`src/common/dds_defines.vh`:
```
// Overview of operation
// - Every serial transfer is one 16-bit word clocked by the host serial clock.
// - Serial data is accepted only while frame select is held low.
// - One bit is captured per serial clock falling edge, sixteen per word.
// - Frame select held low longer yields one word per sixteen bits.
// - Reset bit zeroes accumulator and pipeline, keeping frequency, phase, control contents.
// - Output data appears eight master clock cycles after reset clears.
// - A loaded frequency word reaches the output after seven cycles, a phase word after six.
// - All control fields except waveform mode, full-word and upper-half select pass a sampling stage first.
// - Top bits 00 write the remaining 14 bits to the control register.
// - Full-word mode loads a frequency register by low half then high half.
// - Full-word mode commits the frequency register only after both halves.
// - Half-word mode updates each 14-bit frequency half independently.
// - Upper-half select picks high or low half; ignored in full-word mode.
// - Frequency choice bit picks which frequency register drives the accumulator.
// - Phase choice bit picks which phase offset is added to the accumulator.
// - Control bit 8 high holds internal state at zero; low releases it.
// - Clock sleep bit 7 freezes accumulator and output; clearing restarts them.
`ifndef DDS_DEFINES_VH
`define DDS_DEFINES_VH

// ****************************************
// Word layout
// ****************************************
`define DDS_WORD_BITS      16
`define DDS_ADDR_HI        15
`define DDS_ADDR_LO        14
`define DDS_ADDR_CTRL      2'h0
`define DDS_ADDR_FREQ_A    2'h1
`define DDS_ADDR_FREQ_B    2'h2
`define DDS_ADDR_PHASE     2'h3
`define DDS_PHASE_SEL_BIT  13

// ****************************************
// Control register fields
// ****************************************
`define DDS_CTL_FULL_WORD  13
`define DDS_CTL_UPPER_HALF 12
`define DDS_CTL_FREQ_SEL   11
`define DDS_CTL_PHASE_SEL  10
`define DDS_CTL_RESERVED   9
`define DDS_CTL_RESET      8
`define DDS_CTL_SLEEP      7
`define DDS_CTL_MODE       1
`define DDS_CTL_RESET_VAL  14'h0000

// ****************************************
// Datapath sizes and timing
// ****************************************
`define DDS_ACC_BITS       28
`define DDS_PHASE_BITS     12
`define DDS_PIPE_STAGES    5
`define DDS_BIT_LAST       4'hf
`define DDS_FIFO_DEPTH     16
`define DDS_FIFO_AW        4

`endif

```
`src/hdl/dds_fifo.v`:
```
`timescale 1ns/1ps
`default_nettype none
module dds_fifo #(
   parameter WIDTH = 16,
   parameter DEPTH = 16,
   parameter AW    = 4
) (
   // Clock and control
   input  wire             clk,
   input  wire             rst_n,
   input  wire             clkEn,
   // Fill side
   input  wire             inValid,
   output wire             inReady,
   input  wire [WIDTH-1:0] inData,
   // Drain side
   output wire             outValid,
   input  wire             outReady,
   output wire [WIDTH-1:0] outData
);

   reg [WIDTH-1:0] mem [0:DEPTH-1];
   reg [AW-1:0]    wrPtr_reg;
   reg [AW-1:0]    rdPtr_reg;
   reg [AW:0]      count_reg;
   wire            doPush;
   wire            doPop;

   assign inReady  = (count_reg != DEPTH[AW:0]);
   assign outValid = (count_reg != {(AW+1){1'b0}});
   assign outData  = mem[rdPtr_reg];
   assign doPush   = clkEn & inValid & inReady;
   assign doPop    = clkEn & outValid & outReady;

   // Storage carries no reset so it maps to plain memory
   always @(posedge clk) begin
      if (doPush) begin
         mem[wrPtr_reg] <= inData;
      end
   end

   always @(posedge clk or negedge rst_n) begin
      if (!rst_n) begin
         wrPtr_reg <= {AW{1'b0}};
         rdPtr_reg <= {AW{1'b0}};
         count_reg <= {(AW+1){1'b0}};
      end else begin
         if (doPush) begin
            wrPtr_reg <= wrPtr_reg + 1'b1;
         end
         if (doPop) begin
            rdPtr_reg <= rdPtr_reg + 1'b1;
         end
         if (doPush & ~doPop) begin
            count_reg <= count_reg + 1'b1;
         end else if (doPop & ~doPush) begin
            count_reg <= count_reg - 1'b1;
         end
      end
   end

endmodule
`default_nettype wire

```
`src/hdl/dds_serial_load.v`:
```
`timescale 1ns/1ps
`default_nettype none
`include "dds_defines.vh"
module dds_serial_load (
   // Clock, reset and enable
   input  wire        clk_sys,
   input  wire        rst_n,
   input  wire        clkEn,
   // Serial load pins
   input  wire        sclk,
   input  wire        frame_select_n,
   input  wire        sdata,
   // Status
   output wire        loadReady,
   output wire [13:0] controlWord,
   output wire        waveMode,
   output wire        resetActive,
   // Generated phase towards the waveform stage
   output wire [11:0] phaseOut
);

   // ****************************************
   // Pin synchronisers
   // ****************************************
   reg        sclkMeta_reg;
   reg        sclkSync_reg;
   reg        sclkLast_reg;
   reg        fsMeta_reg;
   reg        fsSync_reg;
   reg        sdMeta_reg;
   reg        sdSync_reg;
   wire       sclkFall;
   wire       frameOn;

   // Only the second stage and later are looked at
   always @(posedge clk_sys or negedge rst_n) begin
      if (!rst_n) begin
         sclkMeta_reg <= 1'b1;
         sclkSync_reg <= 1'b1;
         sclkLast_reg <= 1'b1;
         fsMeta_reg   <= 1'b1;
         fsSync_reg   <= 1'b1;
         sdMeta_reg   <= 1'b0;
         sdSync_reg   <= 1'b0;
      end else if (clkEn) begin
         sclkMeta_reg <= sclk;
         sclkSync_reg <= sclkMeta_reg;
         sclkLast_reg <= sclkSync_reg;
         fsMeta_reg   <= frame_select_n;
         fsSync_reg   <= fsMeta_reg;
         sdMeta_reg   <= sdata;
         sdSync_reg   <= sdMeta_reg;
      end
   end

   // Clock and frame synchronisers reset to the idle-high level of the pins, so no false edge follows reset
   assign sclkFall = sclkLast_reg & ~sclkSync_reg;
   assign frameOn  = ~fsSync_reg;

   // ****************************************
   // Input shift register
   // ****************************************
   // Fifteen bits wait here; the sixteenth joins them as the word is handed over
   reg [14:0] shift_reg;
   reg [3:0]  bitCnt_reg;
   reg        wordValid_reg;
   reg [15:0] wordData_reg;

   always @(posedge clk_sys or negedge rst_n) begin
      if (!rst_n) begin
         shift_reg     <= 15'h0000;
         bitCnt_reg    <= 4'h0;
         wordValid_reg <= 1'b0;
         wordData_reg  <= 16'h0000;
      end else if (clkEn) begin
         wordValid_reg <= 1'b0;
         if (!frameOn) begin
            bitCnt_reg <= 4'h0;
         end else if (sclkFall) begin
            shift_reg  <= {shift_reg[13:0], sdSync_reg};
            bitCnt_reg <= bitCnt_reg + 4'h1;
            if (bitCnt_reg == `DDS_BIT_LAST) begin
               wordValid_reg <= 1'b1;
               wordData_reg  <= {shift_reg, sdSync_reg};
            end
         end
      end
   end

   // ****************************************
   // Word buffer
   // ****************************************
   wire        fifoOutValid;
   wire        fifoOutReady;
   wire [15:0] fifoOutData;

   // The serial side cannot stall, so a full buffer drops words and says so on loadReady
   dds_fifo #(
      .WIDTH (`DDS_WORD_BITS),
      .DEPTH (`DDS_FIFO_DEPTH),
      .AW    (`DDS_FIFO_AW)
   ) dds_fifo_inst (
      .clk      (clk_sys),
      .rst_n    (rst_n),
      .clkEn    (clkEn),
      .inValid  (wordValid_reg),
      .inReady  (loadReady),
      .inData   (wordData_reg),
      .outValid (fifoOutValid),
      .outReady (fifoOutReady),
      .outData  (fifoOutData)
   );

   // ****************************************
   // Word decoder
   // ****************************************
   reg        decBusy_reg;
   reg [15:0] dec_reg;
   reg [13:0] ctl_reg;
   reg [13:0] ctlLive_reg;
   reg [27:0] freqA_reg;
   reg [27:0] freqB_reg;
   reg [11:0] phaseA_reg;
   reg [11:0] phaseB_reg;
   reg [13:0] pendLow_reg;
   reg [1:0]  pendAddr_reg;
   reg        pendValid_reg;
   wire [1:0] decAddr;
   wire [13:0] decData;

   function isFreqB;
      input [1:0] addr;
      begin
         isFreqB = (addr == `DDS_ADDR_FREQ_B);
      end
   endfunction

   // Each word takes two cycles so the buffer can really back up
   assign fifoOutReady = ~decBusy_reg;
   assign decAddr      = dec_reg[`DDS_ADDR_HI:`DDS_ADDR_LO];
   assign decData      = dec_reg[13:0];

   always @(posedge clk_sys or negedge rst_n) begin
      if (!rst_n) begin
         decBusy_reg   <= 1'b0;
         dec_reg       <= 16'h0000;
         ctl_reg       <= `DDS_CTL_RESET_VAL;
         freqA_reg     <= 28'h0000000;
         freqB_reg     <= 28'h0000000;
         phaseA_reg    <= 12'h000;
         phaseB_reg    <= 12'h000;
         pendLow_reg   <= 14'h0000;
         pendAddr_reg  <= 2'h0;
         pendValid_reg <= 1'b0;
      end else if (clkEn) begin
         if (!decBusy_reg) begin
            if (fifoOutValid) begin
               dec_reg     <= fifoOutData;
               decBusy_reg <= 1'b1;
            end
         end else begin
            decBusy_reg <= 1'b0;
            case (decAddr)
               `DDS_ADDR_CTRL: begin
                  ctl_reg       <= decData;
                  pendValid_reg <= 1'b0;
               end
               `DDS_ADDR_FREQ_A, `DDS_ADDR_FREQ_B: begin
                  if (ctl_reg[`DDS_CTL_FULL_WORD]) begin
                     if (pendValid_reg && (pendAddr_reg == decAddr)) begin
                        // Whole word commits at once, never half old and half new
                        if (isFreqB(decAddr)) begin
                           freqB_reg <= {decData, pendLow_reg};
                        end else begin
                           freqA_reg <= {decData, pendLow_reg};
                        end
                        pendValid_reg <= 1'b0;
                     end else begin
                        pendLow_reg   <= decData;
                        pendAddr_reg  <= decAddr;
                        pendValid_reg <= 1'b1;
                     end
                  end else begin
                     pendValid_reg <= 1'b0;
                     if (ctl_reg[`DDS_CTL_UPPER_HALF]) begin
                        if (isFreqB(decAddr)) begin
                           freqB_reg[27:14] <= decData;
                        end else begin
                           freqA_reg[27:14] <= decData;
                        end
                     end else begin
                        if (isFreqB(decAddr)) begin
                           freqB_reg[13:0] <= decData;
                        end else begin
                           freqA_reg[13:0] <= decData;
                        end
                     end
                  end
               end
               `DDS_ADDR_PHASE: begin
                  // Any other address between the two halves restarts the pair
                  pendValid_reg <= 1'b0;
                  if (dec_reg[`DDS_PHASE_SEL_BIT]) begin
                     phaseB_reg <= dec_reg[11:0];
                  end else begin
                     phaseA_reg <= dec_reg[11:0];
                  end
               end
               default: begin
                  pendValid_reg <= pendValid_reg;
               end
            endcase
         end
      end
   end

   // ****************************************
   // Control sampling
   // ****************************************
   // One stage of sampling keeps a half-applied control word out of the datapath
   always @(posedge clk_sys or negedge rst_n) begin
      if (!rst_n) begin
         ctlLive_reg <= `DDS_CTL_RESET_VAL;
      end else if (clkEn) begin
         ctlLive_reg <= ctl_reg;
      end
   end

   // ****************************************
   // Accumulator and phase offset
   // ****************************************
   reg  [27:0] acc_reg;
   reg  [11:0] sum_reg;
   reg         runLast_reg;
   wire [27:0] freqSel;
   wire [11:0] phaseSel;
   wire        holdReset;
   wire        sleeping;

   assign freqSel   = ctlLive_reg[`DDS_CTL_FREQ_SEL] ? freqB_reg : freqA_reg;
   assign phaseSel  = ctlLive_reg[`DDS_CTL_PHASE_SEL] ? phaseB_reg : phaseA_reg;
   assign holdReset = ctlLive_reg[`DDS_CTL_RESET];
   assign sleeping  = ctlLive_reg[`DDS_CTL_SLEEP];

   always @(posedge clk_sys or negedge rst_n) begin
      if (!rst_n) begin
         acc_reg     <= 28'h0000000;
         sum_reg     <= 12'h000;
         runLast_reg <= 1'b0;
      end else if (clkEn) begin
         if (holdReset) begin
            acc_reg     <= 28'h0000000;
            sum_reg     <= 12'h000;
            runLast_reg <= 1'b0;
         end else if (!sleeping) begin
            acc_reg     <= acc_reg + freqSel;
            runLast_reg <= 1'b1;
            // The first cycle after release still shows zero, so an offset cannot beat the release latency
            if (runLast_reg) begin
               sum_reg <= acc_reg[27:16] + phaseSel;
            end else begin
               sum_reg <= 12'h000;
            end
         end
      end
   end

   // Five delay stages set the load-to-output and reset-to-output latency
   // Stages meet in one flat bus so that every stage register has a single driver
   wire [12*(`DDS_PIPE_STAGES+1)-1:0] pipeChain;
   assign pipeChain[11:0] = sum_reg;
   genvar gi;
   generate
      for (gi = 0; gi < `DDS_PIPE_STAGES; gi = gi + 1) begin : g_pipe
         reg [11:0] stage_reg;
         always @(posedge clk_sys or negedge rst_n) begin
            if (!rst_n) begin
               stage_reg <= 12'h000;
            end else if (clkEn) begin
               if (holdReset) begin
                  stage_reg <= 12'h000;
               end else if (!sleeping) begin
                  stage_reg <= pipeChain[12*gi +: 12];
               end
            end
         end
         assign pipeChain[12*(gi+1) +: 12] = stage_reg;
      end
   endgenerate

   // ****************************************
   // Outputs
   // ****************************************
   assign phaseOut    = pipeChain[12*`DDS_PIPE_STAGES +: 12];
   // The register as written, one stage ahead of what the datapath uses
   assign controlWord = ctl_reg;
   // Mode bypasses the sampling stage
   assign waveMode    = ctl_reg[`DDS_CTL_MODE];
   assign resetActive = ctlLive_reg[`DDS_CTL_RESET];

endmodule
`default_nettype wire

```
`config.mk`:
```
export PLATFORM = sky130hd
export DESIGN_NAME = dds_serial_load
export DESIGN_NICKNAME = d
export VERILOG_FILES = /design/src/hdl/dds_fifo.v /design/src/hdl/dds_serial_load.v
export VERILOG_INCLUDE_DIRS = /design/src /design/src/common
export SDC_FILE = /design/constraint.sdc
export NUM_CORES = 1
export LEC_CHECK = 0
export ABC_AREA = 1
export BUFFER_PORTS_ARGS = -buffer_cell sky130_fd_sc_hd__buf_2
export CORE_ASPECT_RATIO = 1.4
export CORE_MARGIN = 2
export CORE_UTILIZATION = 55
export CTS_BUF_LIST = sky130_fd_sc_hd__clkbuf_8
export CTS_CLUSTER_DIAMETER = 100
export DETAILED_ROUTE_END_ITERATION = 8
export PLACE_DENSITY_LB_ADDON = 0.2
export SYNTH_ARGS = -nofsm -noshare
export SYNTH_HDL_FRONTEND = slang
export SYNTH_HIERARCHICAL = 1
export SYNTH_SLANG_ARGS = --single-unit
```
`constraint.sdc`:
```
create_clock -name clk_sys -period 2.8 [get_ports clk_sys]
set_input_delay 0.84 -clock clk_sys [delete_from_list [all_inputs] [get_ports clk_sys]]
set_output_delay 0.84 -clock clk_sys [all_outputs]
set_load 0.005 [all_outputs]
```
Yosys cells after proc, flatten, opt, wreduce, memory -nomap -nowiden
Memories as Yosys holds them, arrays and structs flattened. A register that Yosys moved wholly into a read port is not among the register bits. Cells that the tools add are included. W data, S select, Z words.

Memories kept: 1. Output and inout bits: 29. Flip-flop bits (word level): 281. Word-level logic and storage cells: 134. Bits in writable memories: 256. Input bits: 6.

Memories: dds_fifo_inst.mem (depth 16, width 16, read ports 1, clocked after Yosys merged registers in 1, wr ports 1, RTL line dds_fifo.v:22) `reg [WIDTH-1:0] mem [0:DEPTH-1];`.

Mux-type cells: 45. Reduce and logical (&&, ||, !) cells: 23. Add/sub/neg operators: 7. Equality and inequality tests: 9. Bitwise gates (word level): 15.

Operators with widths (count): $mux W28 (9); $mux W12 (14); $mux W14 (6); $add A28 B28 Y28 (1); $reduce_and A6 Y1 (4); $add A12 B12 Y12 (1); $add A4 B1 Y4 const B (3); $reduce_and A4 Y1 (3); $mux W1 (11); $mux W5 (2); $reduce_and A3 Y1 (3); $mux W4 (2); $not A1 Y1 (8); $and A1 B1 Y1 (7); $ne A2 B1 Y1 const B (3); $reduce_and A2 Y1 (3); $reduce_bool A2 Y1 (3); $add A5 B1 Y5 const B (1); $ne A5 B5 Y1 const B (1); $reduce_and A5 Y1 (1); $reduce_bool A5 Y1 (1); $sub A5 B1 Y5 const B (1); $eq A2 B2 Y1 const B (2); $eq A4 B4 Y1 const B (1); 7 further kinds (8).

Depth between registers and ports, before layout
Word-level depth: 6. Mapped depth: 17. Gate-level depth less buffers: 15.

Cells and area by module
Netlist, hierarchy kept.

By module, submodules not included: dds_serial_load (times used 1, sequential area each 6912.9 sq um, area each 13417.9 sq um, cells each 1677); dds_fifo (times used 1, sequential area each 8012.7 sq um, area each 11885.1 sq um, cells each 1153).

Worst setup path before layout
No wires, ideal clock.

Path kind: input -> register. Start: input clkEn. End: memory dds_fifo_inst.mem[3][0], enable pin. Path buffers: 1. Data required time: 2.391 ns. Arrival: 2.267 ns. Setup time: 0.409 ns. Cell stages on the path: 3. Slack: 0.123 ns. Path through: nand3_1 > buf_2 > nor3_1.

Longest elaborated chain between the ends: 4.

Ends and longest elaborated chain: start: declaration (RTL line dds_serial_load.v:8) `input wire clkEn,`; $and A1 B1 Y1 (2 in a row) (RTL line dds_fifo.v:32) `assign doPush = clkEn & inValid & inReady;`; $mux W1 (RTL line dds_fifo.v:37) `if (doPush) begin`; $mux W1 (not written as such) (RTL line dds_fifo.v:38) `mem[wrPtr_reg] <= inData;`; end: declaration (RTL line dds_fifo.v:22).

Every way passes these cells.

Final worst setup path
Start: register ctlLive_reg[11]. End: register acc_reg[24].

Longest elaborated chain between the ends: 4.

Ends and longest elaborated chain: start: declaration (RTL line dds_serial_load.v:120) `reg [13:0] ctlLive_reg;`; start signal: assignment (RTL line dds_serial_load.v:223) `` ctlLive_reg <= `DDS_CTL_RESET_VAL; ``; start signal: assignment (RTL line dds_serial_load.v:225) `ctlLive_reg <= ctl_reg;`; $mux W28 (RTL line dds_serial_load.v:240) `` assign freqSel = ctlLive_reg[`DDS_CTL_FREQ_SEL] ? freqB_reg : freqA_reg; ``; $add A28 B28 Y28 (RTL line dds_serial_load.v:256) `acc_reg <= acc_reg + freqSel;`; $mux W28 (RTL line dds_serial_load.v:255) `end else if (!sleeping) begin`; $mux W28 (RTL line dds_serial_load.v:251) `if (holdReset) begin`; end signal: assignment (RTL line dds_serial_load.v:256); end: declaration (RTL line dds_serial_load.v:232) `reg [27:0] acc_reg;`.

Every way passes these cells. The select of a mux whose other input is x is not followed. A chain may end at the register's enable or synchronous reset.

==> qor.yml <==
r2r_start: "ctlLive_reg[11]$_DFFE_PN0P_"
fp.dieH_um: 258
filler_cell_count: 3957
worstMarginPinSlew_ns: 0.979
grt_pass1_wl_um: 95100
worst_ep_required_time_ns: 3.39
fin_skew_ns: 0.0359
ir_worst_vdd_uv: 630
first_global_vias: 18643
detail_route.iter0.violations: 1069
status: "completed"
grt_max_degree: 132
rrSetupSlack_ns: 0.24
wl_per_cell_um: 16.3
critPathTopFamily: "simple AND/OR/NAND/NOR gates"
mostFrequentLayoutCells: "nand2_1 (931), inv_1 (461), dfrtp_1 (282), edfxtp_1 (256), nand3_1 (240)"
synth-main-ff-cell: "dfrtp_1"
max_stage_delay_ns: 0.48
maxCapViolCount: 0
finalMaxSlewViolations: 0
clk_path_buf_depth: 3
rsz0062_at_grt: "no"
leakage_nw: 13.5
core_mm2: 0.0457
hold_class: "in2async"
io_pins: 35
crit_top_cell: "nand2_1"
cts_tree: "built"
power_density_mw_per_mm2: 1010
portBuffers: 34
nNetsFinal: 2947
final_antenna_net_count: 0
yosys_warnings: 6
min_period_ns: 2.56
finalSetupViolCount: 0
cp-end-kind: "flip-flop"
htree_levels: 3
layout_commonest_cell: "nand2_1"
syn-cell-area_mm2: 0.0253
synth_nets: 2890
slew_headroom: 0.345
crit_end: "acc_reg[24]$_DFFE_PN0P_"
synthArstFlopShare: 0.530
multi_input_area_mm2: 0.00815
ys_types: 47
finalCritPeriodShare: 0.913
max_freq_mhz: 391
path_depth: 14
grt_util_all_layers: 0.254
area_growth_syn_to_layout_pct: 10.4
clk_pin_slew_worst_paths_ns: 0.06
hold_slack_ns: 0.171
dieArea_mm2: 0.0478
vias: 18484
place.gp.congestion: 0.888
dieWidth_um: 185
largest_reg_flops: 256
final-hold-violation-count: 0
cts_root_buffer: "clkbuf_8"
worstPathCellList: "buf_12 -> nand2_1 -> o21ai_0 -> ha_1 -> fa_1 -> nand2_1 -> nand3_1 -> nand3_1 -> nand2_1 -> nand2_1 -> nand3_1 -> nand2_1 -> nand2_1 -> o21ai_1"
r2r_end: "acc_reg[24]$_DFFE_PN0P_"
viasPerCell: 5.17
drc: 0
cp_slowest_cell: "fa_1"
dp_hpwl_um: 38100
post_cts_buffers: 0
first_pass_iters: 6
critPathLaunchType: "flip-flop"
numCtsBuffers: 83
startpoint: "ctlLive_reg[11]$_DFFE_PN0P_"
synth-edff-count: 256
drive_gt1_frac: 0.0916
seqCellArea_mm2: 0.0149
rr_worst_depth: 14
avgSynthCellArea_um2: 8.94
wl_um: 58200
rows: 93
ys_ff_latch: 545
path_buf_inv: 1
crit_type: "reg2reg"
finalSetupTns_ns: 0
p_total_mw: 28.2
cp_data_arrival_time_ns: 3.14
synthCells: 2830
cts.sinks: 545
floorplan.initialDensity: 0.553
antenna_found_initial: 1
crit_fanout: 31
grt_overflow: 0
yosysSeqAreaShare: 0.590
clock_latency_ns: 0.68
cell families (layout without fill, tap and decap cells):
group,after synthesis,after routing,synth area share
AND/OR/NAND/NOR,1305,1305,0.210
other,0,1,0
adder cells (fa/ha/maj),54,54,0.0276
AO/OA/AOI/OAI,359,359,0.0776
buffers and inverters,557,684,0.0912
XOR/XNOR,10,10,0.00346
flip-flops,545,545,0.590
per-layer routing:
layer,vias up,part of all wire,GRT usage,wire length [µm]
met4,0,0.034,0.114,2000
met3,126,0.038,0.0327,2240
met5,-,0,0,0
met2,403,0.52,0.454,30300
li1,9163,-,-,-
met1,8792,0.41,0.303,23600
worst min-delay path by stage:
stage                             start                        to  slack [ns]  cells after the start
6_report                          rst_n   phaseOut[3]$_DFFE_PN0P_        0.17                      1
4_1_cts                           rst_n    dec_reg[7]$_DFFE_PN0P_        0.14                      1
2_1_floorplan    sdMeta_reg$_DFFE_PN0P_    sdMeta_reg$_DFFE_PN0P_        0.44                      2
5_1_grt                           rst_n    dec_reg[7]$_DFFE_PN0P_        0.19                      1
3_5_place_dp   sclkMeta_reg$_DFFE_PN1P_  sclkMeta_reg$_DFFE_PN1P_        0.46                      2
3_3_place_gp   sclkMeta_reg$_DFFE_PN1P_  sclkSync_reg$_DFFE_PN1P_        0.46                      2
final cells by class:
class,count,share of cell area
inverters,440,0.0593
multi-input cells,1728,0.292
repair buffers,89,0.0262
clock buffers,97,0.0478
diodes,1,0.0000896
flip-flops and latches,545,0.534
well taps,617,0.0276
clock inverters,58,0.0128
through the flow:
step	setup WS, ns	util	instances	area [µm²]
after floorplan	0.123	-	2830	25300
after global placement	0.161	0.574	3419	26200
after detailed placement	0.123	0.574	3419	26200
after CTS	0.102	0.611	3574	27900
after global routing	0.0343	0.611	3575	27900
final	0.245	0.611	3575	27900
timing repair:
item | CTS | global route
hold buffers | 0 | 0
gates resized for setup | 0 | 1
hold endpoints to repair | 0 | 0
setup endpoints to repair | 0 | 4
Yosys cell counts, types with 2 or more instances:
library cell / n / area (µm²)
buf_2: 31 / 155
and3_1: 2 / 12.5
nand4_1: 8 / 50.1
clkbuf_1: 51 / 191
nand3_1: 240 / 1200
nor3_1: 18 / 90.1
nor2_1: 83 / 312
clkinv_1: 2 / 7.51
or2_1: 3 / 18.8
a21oi_1: 50 / 250
o21ai_1: 20 / 100
xor2_1: 5 / 43.8
o22ai_1: 46 / 288
fa_1: 3 / 60.1
xnor2_1: 5 / 43.8
buf_4: 5 / 37.5
ha_1: 51 / 638
edfxtp_1: 256 / 7690
o21ai_0: 214 / 1070
nand2_2: 6 / 37.5
nand3_2: 2 / 20.0
buf_6: 15 / 169
nor2_2: 2 / 12.5
dfrtp_1: 284 / 7110
dfstp_2: 5 / 131
buf_1: 11 / 41.3
a21o_1: 2 / 15.0
buf_12: 2 / 40.0
o21ai_2: 18 / 158
nand2_1: 932 / 3500
or2_2: 3 / 18.8
a22o_1: 3 / 26.3
inv_1: 431 / 1620
and2_1: 3 / 18.8
inv_2: 6 / 22.5
report_power, final:
group	switching (mW)	internal, mW
Clock	3.13	3.47
Combinational	7.27	3.47
Sequential	0.888	9.96
(Power assumes the default switching activity.)
